### src/core/clock_control_pkg.sv
// shared constants, encodings and carriers of the clock control block
package clock_control_pkg;

	// register bus geometry
	localparam int unsigned ADDR_W = 8;
	localparam int unsigned DATA_W = 8;

	// register offsets, clock group
	localparam logic [7:0] SYS_CLOCK_SELECT_OFFSET       = 8'h00;
	localparam logic [7:0] PRESCALER_REGISTER_OFFSET     = 8'h01;
	localparam logic [7:0] CLOCK_CONFIG_FREEZE_OFFSET    = 8'h02;
	localparam logic [7:0] RTC_CLOCK_SELECT_OFFSET       = 8'h03;
	localparam logic [7:0] PROTECT_KEY_OFFSET            = 8'h08;
	// register offsets, oscillator group
	localparam logic [7:0] OSCILLATOR_ENABLES_OFFSET     = 8'h10;
	localparam logic [7:0] OSCILLATOR_READY_FLAGS_OFFSET = 8'h11;
	localparam logic [7:0] CRYSTAL_OSC_CONFIG_OFFSET     = 8'h12;

	// writable bits per register (the ready mask marks read-only status bits), everything else is reserved
	localparam logic [7:0] SYS_CLOCK_SELECT_MASK    = 8'h07;
	localparam logic [7:0] PRESCALER_REGISTER_MASK  = 8'h7F;
	localparam logic [7:0] CLOCK_CONFIG_FREEZE_MASK = 8'h01;
	localparam logic [7:0] RTC_CLOCK_SELECT_MASK    = 8'h0F;
	localparam logic [7:0] OSCILLATOR_ENABLES_MASK  = 8'h1F;
	localparam logic [7:0] OSCILLATOR_READY_MASK    = 8'h1F;
	localparam logic [7:0] CRYSTAL_OSC_CONFIG_MASK  = 8'hEF;

	// values after reset
	localparam logic [7:0] OSCILLATOR_ENABLES_RESET = 8'h01;
	localparam logic [7:0] CONFIG_RESET             = 8'h00;

	// field positions
	localparam int unsigned FREEZE_BIT         = 0;
	localparam int unsigned RTC_ENABLE_BIT     = 0;
	localparam int unsigned RTC_SOURCE_LSB     = 1;
	localparam int unsigned STAGE_BC_LSB       = 0;
	localparam int unsigned PRESCALE_A_LSB     = 2;
	localparam int unsigned CRYSTAL_RANGE_LSB  = 6;
	localparam int unsigned CRYSTAL_LOWPWR_BIT = 5;
	localparam int unsigned CRYSTAL_TYPE_LSB   = 0;
	localparam int unsigned SOURCE_COUNT       = 5;

	// timed-write protection; key value is arbitrary
	localparam logic [7:0] PROTECT_KEY_VALUE     = 8'h5A;
	localparam logic [2:0] PROTECT_WINDOW_CYCLES = 3'h4;
	// cycles a source must report stable before its ready flag rises
	localparam logic [2:0] READY_FILTER_CYCLES   = 3'h4;

	// real-time counter source codes
	typedef enum logic [2:0]
	{
		RTC_LOW_POWER_1K     = 3'h0,
		RTC_WATCH_CRYSTAL_1K = 3'h1,
		RTC_INTERNAL_1K      = 3'h2,
		RTC_WATCH_CRYSTAL_32K = 3'h5
	} rtc_source_t;

	// prescaler B and C division codes
	typedef enum logic [1:0]
	{
		BC_NO_DIVIDE   = 2'h0,
		BC_C_HALVES    = 2'h1,
		BC_B_QUARTERS  = 2'h2,
		BC_BOTH_HALVE  = 2'h3
	} stage_bc_divide_t;

	// one-hot clock route to the real-time counter
	typedef struct packed
	{
		logic low_power_oscillator_1k;
		logic watch_crystal_pins_1k;
		logic internal_oscillator_1k;
		logic watch_crystal_pins_32k;
	} rtc_route_t;

	// crystal oscillator settings to the analog side
	typedef struct packed
	{
		logic [1:0] crystal_range_select;
		logic       low_power_swing;
		logic [3:0] crystal_type_select;
	} crystal_setting_t;

endpackage

### src/core/stage_bc_prescaler.sv
// prescaler B and C as clock-enable strobes derived from the quad rate
`timescale 1ns/1ps
module stage_bc_prescaler
(
	input  wire logic                        mclk,
	input  wire logic                        reset,
	input  wire logic                        clk_en,
	input  wire logic                        quad_rate_tick,
	input  wire logic [1:0]                  stage_bc_divide_select,
	output logic                             double_rate_tick,
	output logic                             cpu_tick
);
	import clock_control_pkg::*;

	logic [1:0] b_count;
	logic [1:0] next_b_count;
	logic       c_count;
	logic       next_c_count;
	logic       next_double_rate_tick;
	logic       next_cpu_tick;
	logic [1:0] b_last;
	logic       c_divides;
	logic       b_out;

	// decode the divide code into stage lengths
	always_comb
	begin
		b_last    = 2'h0;
		c_divides = 1'b0;
		case (stage_bc_divide_t'(stage_bc_divide_select))
			BC_NO_DIVIDE:  begin b_last = 2'h0; c_divides = 1'b0; end
			BC_C_HALVES:   begin b_last = 2'h0; c_divides = 1'b1; end
			BC_B_QUARTERS: begin b_last = 2'h3; c_divides = 1'b0; end
			BC_BOTH_HALVE: begin b_last = 2'h1; c_divides = 1'b1; end
			default:       begin b_last = 2'h0; c_divides = 1'b0; end
		endcase
		// stage C only counts what stage B lets through
		b_out = quad_rate_tick && (b_count >= b_last);
		next_b_count = b_count;
		next_c_count = c_count;
		if (quad_rate_tick)
			next_b_count = b_out ? 2'h0 : b_count + 2'h1;
		if (b_out)
			next_c_count = c_divides ? ~c_count : 1'b0;
		next_double_rate_tick = b_out;
		next_cpu_tick = b_out && (!c_divides || c_count);
	end

	// register counters and strobes
	always_ff @(posedge mclk)
	begin
		if (reset)
		begin
			b_count          <= 2'h0;
			c_count          <= 1'b0;
			double_rate_tick <= 1'b0;
			cpu_tick         <= 1'b0;
		end
		else if (clk_en)
		begin
			b_count          <= next_b_count;
			c_count          <= next_c_count;
			double_rate_tick <= next_double_rate_tick;
			cpu_tick         <= next_cpu_tick;
		end
	end
endmodule

### src/core/clock_source_prescale_control.sv
// clock source enables, ready flags, prescaler, lock and rtc routing
//
// Overview of operation
// - B/C code: 00 none, 01 C/2, 10 B/4, 11 both/2
// - B divides quad rate, C divides B output
// - lock set freezes clock select and prescaler writes
// - lock bit written only through timed protected write
// - lock clears only by reset, zero write ignored
// - rtc source code picks one of four clocks
// - rtc clock gated off unless rtc enable set
// - bits 4..0 enable pll, external, slow, fast, default
// - reset leaves only default oscillator enabled
// - pll ready flag set once pll locked
// - external ready flag set once source stable
// - separate ready flags for three internal oscillators
// - two-bit crystal frequency range field
// - reserved bits read zero, writes masked
// - prescaler written only through timed protected write
//
// The strobed register port is this design's own decision.
`timescale 1ns/1ps
module clock_source_prescale_control
(
	input  wire logic                                  mclk,
	input  wire logic                                  reset,
	input  wire logic                                  clk_en,
	input  wire logic [clock_control_pkg::ADDR_W-1:0]  reg_addr,
	input  wire logic [clock_control_pkg::DATA_W-1:0]  reg_wdata,
	input  wire logic                                  reg_wr,
	input  wire logic                                  reg_rd,
	output logic [clock_control_pkg::DATA_W-1:0]       reg_rdata,
	input  wire logic [4:0]                            osc_stable,
	input  wire logic                                  quad_rate_tick,
	output logic [4:0]                                 osc_enable,
	output logic [2:0]                                 sys_clock_select,
	output logic [4:0]                                 prescale_a_select,
	output logic                                       double_rate_tick,
	output logic                                       cpu_tick,
	output clock_control_pkg::rtc_route_t              rtc_route,
	output clock_control_pkg::crystal_setting_t        crystal_setting,
	output logic                                       clock_config_frozen
);
	import clock_control_pkg::*;

	typedef enum logic {PROT_CLOSED, PROT_OPEN} protect_state_t;

	protect_state_t protect_state;
	protect_state_t next_protect_state;
	logic [2:0]     protect_count;
	logic [2:0]     next_protect_count;
	logic           lock;
	logic           next_lock;
	logic [7:0]     sys_select_reg;
	logic [7:0]     next_sys_select_reg;
	logic [7:0]     prescaler_register;
	logic [7:0]     next_prescaler_register;
	logic [7:0]     rtc_clock_select;
	logic [7:0]     next_rtc_clock_select;
	logic [7:0]     oscillator_enables;
	logic [7:0]     next_oscillator_enables;
	logic [7:0]     crystal_osc_config;
	logic [7:0]     next_crystal_osc_config;
	logic [4:0]     ready_flags;
	logic [4:0]     next_ready_flags;
	logic [7:0]     next_reg_rdata;
	rtc_route_t     next_rtc_route;
	logic           window_open;
	logic           protected_hit;
	logic [2:0]     rtc_code;

	assign window_open = (protect_state == PROT_OPEN);
	assign rtc_code    = rtc_clock_select[RTC_SOURCE_LSB +: 3];

	// protected registers: any write to them spends the open window
	always_comb
	begin
		protected_hit = reg_wr &&
			(reg_addr == SYS_CLOCK_SELECT_OFFSET ||
			 reg_addr == PRESCALER_REGISTER_OFFSET ||
			 reg_addr == CLOCK_CONFIG_FREEZE_OFFSET);
		next_protect_state = protect_state;
		next_protect_count = protect_count;
		if (reg_wr && reg_addr == PROTECT_KEY_OFFSET &&
			reg_wdata == PROTECT_KEY_VALUE)
		begin
			next_protect_state = PROT_OPEN;
			next_protect_count = PROTECT_WINDOW_CYCLES;
		end
		else
		begin
			case (protect_state)
				PROT_CLOSED:
					next_protect_count = 3'h0;
				PROT_OPEN:
				begin
					// window is short so stray code rarely hits it
					if (protected_hit || protect_count == 3'h1)
					begin
						next_protect_state = PROT_CLOSED;
						next_protect_count = 3'h0;
					end
					else
						next_protect_count = protect_count - 3'h1;
				end
				default:
				begin
					next_protect_state = PROT_CLOSED;
					next_protect_count = 3'h0;
				end
			endcase
		end
	end

	// software-written configuration, masked so reserved bits stay zero
	always_comb
	begin
		next_lock               = lock;
		next_sys_select_reg     = sys_select_reg;
		next_prescaler_register = prescaler_register;
		next_rtc_clock_select   = rtc_clock_select;
		next_oscillator_enables = oscillator_enables;
		next_crystal_osc_config = crystal_osc_config;
		if (reg_wr)
		begin
			case (reg_addr)
				SYS_CLOCK_SELECT_OFFSET:
					if (window_open && !lock)
						next_sys_select_reg =
							reg_wdata & SYS_CLOCK_SELECT_MASK;
				PRESCALER_REGISTER_OFFSET:
					if (window_open && !lock)
						next_prescaler_register =
							reg_wdata & PRESCALER_REGISTER_MASK;
				CLOCK_CONFIG_FREEZE_OFFSET:
					// only a one sticks; zero never clears it
					if (window_open && reg_wdata[FREEZE_BIT])
						next_lock = 1'b1;
				RTC_CLOCK_SELECT_OFFSET:
					next_rtc_clock_select =
						reg_wdata & RTC_CLOCK_SELECT_MASK;
				OSCILLATOR_ENABLES_OFFSET:
					next_oscillator_enables =
						reg_wdata & OSCILLATOR_ENABLES_MASK;
				CRYSTAL_OSC_CONFIG_OFFSET:
					next_crystal_osc_config =
						reg_wdata & CRYSTAL_OSC_CONFIG_MASK;
				default:
					next_lock = lock; // status and unmapped: no effect
			endcase
		end
	end

	// configuration and protection registers
	always_ff @(posedge mclk)
	begin
		if (reset)
		begin
			protect_state      <= PROT_CLOSED;
			protect_count      <= 3'h0;
			lock               <= 1'b0;
			sys_select_reg     <= CONFIG_RESET;
			prescaler_register <= CONFIG_RESET;
			rtc_clock_select   <= CONFIG_RESET;
			oscillator_enables <= OSCILLATOR_ENABLES_RESET;
			crystal_osc_config <= CONFIG_RESET;
		end
		else if (clk_en)
		begin
			protect_state      <= next_protect_state;
			protect_count      <= next_protect_count;
			lock               <= next_lock;
			sys_select_reg     <= next_sys_select_reg;
			prescaler_register <= next_prescaler_register;
			rtc_clock_select   <= next_rtc_clock_select;
			oscillator_enables <= next_oscillator_enables;
			crystal_osc_config <= next_crystal_osc_config;
		end
	end

	// per-source ready qualification; a glitchy stable input restarts it
	genvar i;
	generate
		for (i = 0; i < SOURCE_COUNT; i++)
		begin : g_ready
			logic [2:0] settle;
			logic [2:0] next_settle;

			always_comb
			begin
				next_settle = settle;
				next_ready_flags[i] = ready_flags[i];
				if (!oscillator_enables[i] || !osc_stable[i])
				begin
					next_settle = 3'h0;
					next_ready_flags[i] = 1'b0;
				end
				else if (settle == READY_FILTER_CYCLES - 3'h1)
					next_ready_flags[i] = 1'b1;
				else
					next_settle = settle + 3'h1;
			end

			always_ff @(posedge mclk)
			begin
				if (reset)
				begin
					settle         <= 3'h0;
					ready_flags[i] <= 1'b0;
				end
				else if (clk_en)
				begin
					settle         <= next_settle;
					ready_flags[i] <= next_ready_flags[i];
				end
			end
		end
	endgenerate

	// read mux and rtc route; reserved and unmapped read as zero
	always_comb
	begin
		next_reg_rdata = 8'h00;
		if (reg_rd)
		begin
			case (reg_addr)
				SYS_CLOCK_SELECT_OFFSET:    next_reg_rdata = sys_select_reg;
				PRESCALER_REGISTER_OFFSET:  next_reg_rdata = prescaler_register;
				CLOCK_CONFIG_FREEZE_OFFSET: next_reg_rdata = {7'h00, lock};
				RTC_CLOCK_SELECT_OFFSET:    next_reg_rdata = rtc_clock_select;
				OSCILLATOR_ENABLES_OFFSET:  next_reg_rdata = oscillator_enables;
				OSCILLATOR_READY_FLAGS_OFFSET:
					next_reg_rdata = {3'h0, ready_flags};
				CRYSTAL_OSC_CONFIG_OFFSET:  next_reg_rdata = crystal_osc_config;
				default:                    next_reg_rdata = 8'h00;
			endcase
		end
		next_rtc_route = '0;
		if (rtc_clock_select[RTC_ENABLE_BIT])
		begin
			case (rtc_source_t'(rtc_code))
				RTC_LOW_POWER_1K:
					next_rtc_route.low_power_oscillator_1k = 1'b1;
				RTC_WATCH_CRYSTAL_1K:
					next_rtc_route.watch_crystal_pins_1k = 1'b1;
				RTC_INTERNAL_1K:
					next_rtc_route.internal_oscillator_1k = 1'b1;
				RTC_WATCH_CRYSTAL_32K:
					next_rtc_route.watch_crystal_pins_32k = 1'b1;
				default:
					next_rtc_route = '0; // reserved codes deliver nothing
			endcase
		end
	end

	// output flops
	always_ff @(posedge mclk)
	begin
		if (reset)
		begin
			reg_rdata <= 8'h00;
			rtc_route <= '0;
		end
		else if (clk_en)
		begin
			reg_rdata <= next_reg_rdata;
			rtc_route <= next_rtc_route;
		end
	end

	// these are the configuration flops themselves
	assign osc_enable          = oscillator_enables[4:0];
	assign sys_clock_select    = sys_select_reg[2:0];
	assign prescale_a_select   = prescaler_register[PRESCALE_A_LSB +: 5];
	assign clock_config_frozen = lock;
	assign crystal_setting     = {crystal_osc_config[CRYSTAL_RANGE_LSB +: 2],
		crystal_osc_config[CRYSTAL_LOWPWR_BIT],
		crystal_osc_config[CRYSTAL_TYPE_LSB +: 4]};

	stage_bc_prescaler i_stage_bc_prescaler
	(
		.mclk                   (mclk),
		.reset                  (reset),
		.clk_en                 (clk_en),
		.quad_rate_tick         (quad_rate_tick),
		.stage_bc_divide_select (prescaler_register[STAGE_BC_LSB +: 2]),
		.double_rate_tick       (double_rate_tick),
		.cpu_tick               (cpu_tick)
	);
endmodule

### config.mk
export PLATFORM = sky130hd
export DESIGN_NAME = clock_source_prescale_control
export DESIGN_NICKNAME = d
export VERILOG_FILES = /design/src/core/clock_control_pkg.sv /design/src/core/stage_bc_prescaler.sv /design/src/core/clock_source_prescale_control.sv
export SDC_FILE = /design/constraint.sdc
export NUM_CORES = 1
export LEC_CHECK = 0
export BUFFER_PORTS_ARGS = -buffer_cell sky130_fd_sc_hd__buf_2
export CAP_MARGIN = 10
export CORE_AREA = 2 2 82 99
export CTS_BUF_LIST = sky130_fd_sc_hd__clkbuf_4 sky130_fd_sc_hd__clkbuf_8
export CTS_CLUSTER_DIAMETER = 50
export DETAILED_ROUTE_END_ITERATION = 7
export DIE_AREA = 0 0 84 101
export PLACE_DENSITY_LB_ADDON = 0.08
export SKIP_CTS_REPAIR_TIMING = 1
export SYNTH_ARGS = -nofsm -noshare
export SYNTH_HDL_FRONTEND = slang
export SYNTH_SLANG_ARGS = --single-unit
### constraint.sdc
create_clock -name mclk -period 2.6 [get_ports mclk]
set_clock_uncertainty 0.2 [all_clocks]
set_input_delay 0.52 -clock mclk [delete_from_list [all_inputs] [get_ports mclk]]
set_output_delay 0.52 -clock mclk [all_outputs]
set_load 0.005 [all_outputs]
# == Yosys cells after proc, flatten, opt, wreduce, memory -nomap -nowiden ==
# Cells that the tools add are included.
# totals
output_inout_bits,35
word_cells,156
ff_bits,68
inputBits,27
# op_classes
magnitude_cmp,1
eq_ne,25
bitwise,2
add_sub_neg,7
reduce_logical,57
muxes,37
# ops
op,n
$pmux W8 S7,1
$mux W3,12
$eq A8 B5 Y1 const B,3
$reduce_and A2 Y1,12
$eq A3 B2 Y1 const B,6
$mux W1,18
$eq A8 B2 Y1 const B,2
$add A3 B1 Y3 const B,5
$logic_not A1 Y1,12
$reduce_and A4 Y1,3
$ne A2 B2 Y1 const B,5
$reduce_bool A2 Y1,5
$logic_or A1 B1 Y1,9
$reduce_and A3 Y1,3
$eq A8 B1 Y1 const B,1
$eq A8 B4 Y1 const B,1
$eq A8 B7 Y1 const B,1
$logic_not A8 Y1,1
$mux W8,1
$logic_and A1 B1 Y1,7
$eq A3 B1 Y1 const B,2
$pmux W2 S3,1
$pmux W3 S2,1
$reduce_or A2 Y1,3
12 further kinds,14

# == Longest topological paths before layout ==
# logic_depth
ltp_word,8
mapped_depth,6
mapped_depth_nobuf,6

# == Hierarchy ==
# From an unflattened synthesis, not the netlist that was laid out.
# unflattened
hier_cells,377
area_unflattened_um2,3295.7
# modules_own_cells
module,area_each_um2,n_inst,cells_each
clock_source_prescale_control,3026.7,1,349
stage_bc_prescaler,269.0,1,28

# == Least setup slack after synthesis ==
# No wires, ideal clock.
# synth_timing
path_kind,input -> register
from,in reg_addr[1] (netlist name)
to,reg crystal_osc_config[0]
setup_time_ps,128
t_required_ps,2272
arrival_time_ps,1753
setup_slack_ps,520
path_stages,5
path_cell_list,clkbuf_1 nor4b_1 nand4_1 mux2i_1 nor2_1
# synth_between
elab_chain_len,2
# synth_lines
item,line,rtl
from (decl),clock_source_prescale_control.sv:27,"input wire logic [clock_control_pkg::ADDR_W-1:0] reg_addr,"
$eq A8 B5 Y1,clock_source_prescale_control.sv:125,case (reg_addr)
$reduce_and A3 Y1 (no line),-,
to (signal assigned),clock_source_prescale_control.sv:176,crystal_osc_config <= next_crystal_osc_config;
to (decl),clock_source_prescale_control.sv:61,logic [7:0] crystal_osc_config;
# Every way passes these cells.
# A chain may end at the register's enable or synchronous reset.

# == Final worst setup path ==
# layout_timing
from,in reg_addr[0] (netlist name)
to,reg oscillator_enables[0]
# layout_between
elab_chain_len,2
# layout_lines
item,line,rtl
$eq A8 B5 Y1,clock_source_prescale_control.sv:125,
$reduce_and A3 Y1 (no line),-,
to (signal assigned),clock_source_prescale_control.sv:175,oscillator_enables <= next_oscillator_enables;
to (decl),clock_source_prescale_control.sv:59,logic [7:0] oscillator_enables;
# Every way passes these cells.

==> metrics.csv <==
stage;metric;value;unit
power_and_ir_drop;highest ir drop seen on vdd;0.298;mV
place;number of cells in the design after placement;515;
yosys;yosys synthesis warning count;0;
layout;share of cells above drive strength 1;21.5;%
yosys;area fraction of the dominant cell type after synthesis;41.3;%
grt;wire length of the first global-routing pass;13800;um
layout;filler cell count;759;
critical_path;category of the critical setup timing path;input port to flip-flop;
yosys;Post-Syn Area;0.00330;mm^2
yosys;average cell area after synthesis;8.87;um^2
layout;number of flip-flops in the largest register;15;
power_and_ir_drop;leakage dissipation;1.78;nW
route;total routed wirelength;8650;um
yosys;share of the yosys chip area belonging to registers;41.3;%
clocking;TritonCTS clock tree;built;
yosys;Distinct cells, synth;53;
sta;max_slew headroom;62.8;%
clocking;insertion delay to the later sink of the worst-skew pair;0.34;ns
layout;P&R area growth vs syn;18.4;%
power_and_ir_drop;power per standard cell area;524;mW/mm^2
yosys;Yosys reg bits;68;
yosys;number of enable-type register cells in the synthesized netlist;0;
sta;final hold violations;0;
layout;commonest cells after routing, fill and taps aside;sky130_fd_sc_hd__nor2_1 (68), sky130_fd_sc_hd__dfxtp_1 (68), sky130_fd_sc_hd__buf_2 (61);
critical_path;critical register-to-register path startpoint;protect_state;
route;via count;2919;
sta;share of the clock period used by the worst path after layout;79.0;%
layout;largest registers ranked by flip-flop count;g_ready.settle (15), reg_rdata (8);
clocking;clock tree sinks;68;
critical_path;minimum setup slack among reg-to-reg paths;0.91;ns
die;number of placement rows;35;
yosys;number of instances in the synthesized netlist;372;
sta;count of pins over their slew limit;0;
sta;final worst path period need;2.05;ns
clocking;CTS H-Tree Depth;3;
die;effective utilization at floorplan;43.5;%
clocking;Max Buffers Root-to-Sink;2;
route;post-route DRC violation count;0;
critical_path;CP max FO;17;
grt;number of global-route vias before repair;2726;
critical_path;required time worst endpoint;2.63;ns
yosys;predominant post-synthesis flop cell;sky130_fd_sc_hd__dfxtp_1;
grt;maximum number of pins on one net before global-route repair;53;
sta;final sum of negative setup slack;0;ns
critical_path;worst flop-to-flop path endpoint;prescaler_register[4];
layout;Design Area, Final;0.00391;mm^2
clocking;Clock Tree Root;sky130_fd_sc_hd__clkbuf_8;
place;routability congestion estimate;0.930;
hold_path;number of cells traversed by the worst hold path;3;
critical_path;critical path endpoint category;flip-flop;
place;total cell area at the placement stage;0.00372;mm^2
layout;Diodes inserted;0;
die;DIE HEIGHT;101;um
grt;number of antenna violations at the first check in global routing;0;
place;HPWL Detailed;6280;um
die;IO Pins;62;
layout;Layout Nets;475;
critical_path;Worst EP arrival;2.09;ns
yosys;Synthesized Nets;413;
sta;f_max;0.487;GHz
sta;Least-Margin Pin Slew;0.558;ns
grt;global route overflow;0;
layout;post-layout instance count excluding filler cells;530;
hold_path;Hold WC Path Type;input port to flip-flop;
die;Std-Cell Core Area;0.00758;mm^2
clocking;total CTS buffers;9;
yosys;cell types with the largest area share after synthesis;sky130_fd_sc_hd__dfxtp_1 (41%), sky130_fd_sc_hd__mux2i_1 (9.7%), sky130_fd_sc_hd__nor2_1 (7.7%);
place;# port buffers;61;
critical_path;Critical Path Source Type;input port;
route;Antenna Violating Nets Remaining;0;
clocking;clock-pin transition on the worst setup and hold timing paths;0.07;ns
critical_path;first element of the critical path;reg_addr[0];
critical_path;depth of the worst register-to-register path;5;
status;result of the run;complete, no violations;
hold_path;hold path endpoint;prescaler_register[6];
route;via/cell ratio;5.51;
layout;Multi-input gate area;0.00178;mm^2
die;overall die width;84;um
sta;final setup violation count;0;
hold_path;Hold Startpoint;reg_wdata[6];
run;MaxCap Viol Count;0;
route;Pre-antenna DRT Iters;5;
route;number of DRC markers in iteration 0;194;
yosys;share of synthesized registers carrying an async set or reset;0;%
die;die outline area;0.00848;mm^2
grt;global-route usage over all layers;20.5;%
route;average wire length per cell after detail routing;16.3;um
layout;top register by number of flip-flops;g_ready.settle;
sta;setup repair after global routing missed its margin;no;
yosys;library cell with the largest summed area after synthesis;sky130_fd_sc_hd__dfxtp_1;
layout;sequential standard cell area;0.00136;mm^2
==> Yosys cell counts (6+ instances only) <==
cell	count
sky130_fd_sc_hd__nand3_1	10
sky130_fd_sc_hd__nor2_1	68
sky130_fd_sc_hd__clkbuf_1	13
sky130_fd_sc_hd__dfxtp_1	68
sky130_fd_sc_hd__a22oi_1	12
sky130_fd_sc_hd__nand2_1	22
sky130_fd_sc_hd__a211oi_1	6
sky130_fd_sc_hd__a21oi_1	21
sky130_fd_sc_hd__mux2i_1	32
sky130_fd_sc_hd__inv_1	22
sky130_fd_sc_hd__ha_1	14
==> per-layer routing <==
metal | part of all wire, % | global-route usage (%)
met5 | 0 | 0
met4 | 1.5 | 7.94
met3 | 4.1 | 2.95
met2 | 48 | 34.5
met1 | 46 | 26.8
==> where the power goes <==
part	internal, mW	switching, mW	leakage (nW)
Sequential	1.05	0.00259	0.548
Combinational	0.0487	0.0970	1.13
Clock	0.445	0.407	0.0993
Total	1.54	0.507	1.78
==> worst max-delay path, cell delays in order <==
cell and delay (ns):
sky130_fd_sc_hd__buf_2 0.20, sky130_fd_sc_hd__nor4_1 0.53, sky130_fd_sc_hd__nand4_1 0.47, sky130_fd_sc_hd__mux2i_1 0.29, sky130_fd_sc_hd__nand2_1 0.06
==> final cells by class <==
class	count	share of cell area, %
Multi-Input combinational cell	264	45.7
Inverter	22	2.11
Timing Repair Buffer	69	9.68
Clock buffer	10	3.36
Tap cell	92	2.95
Clock inverter	5	1.38
Sequential cell	68	34.9
==> cells by family (layout without fill, tap and decap cells) <==
kind of cell | Yosys count | count (layout) | synth area share [%]
buffers and inverters | 40 | 106 | 4.67
XOR/XNOR | 2 | 2 | 0.531
adder cells (fa/ha/maj) | 14 | 14 | 5.31
AND/OR/NAND/NOR | 146 | 146 | 22.5
flip-flops | 68 | 68 | 41.3
multiplexers | 35 | 35 | 10.7
AO/OA/AOI/OAI | 67 | 67 | 15.0
==> stage by stage <==
stage	setup WS [ns]	util, %	power (mW)	hold slack [ns]
global route	0.398	51.5	2.11	0.240
detailed placement	0.238	49.1	1.22	0.260
global placement	0.233	49.1	1.22	0.250
floorplan	0.520	-	1.15	0.254
CTS	0.573	51.5	2.06	0.229
finish	0.545	51.5	2.05	0.238
==> worst max-delay path by stage <==
stage	endpoint	slack, ns	depth (start not counted)
after floorplan	crystal_osc_config[0]	0.52	5
after global placement	oscillator_enables[0]	0.23	5
after detailed placement	oscillator_enables[0]	0.24	5
after CTS	oscillator_enables[0]	0.57	5
after global routing	oscillator_enables[0]	0.40	5
final	oscillator_enables[0]	0.55	5
Note: power is estimated with default switching activity, not from simulation.
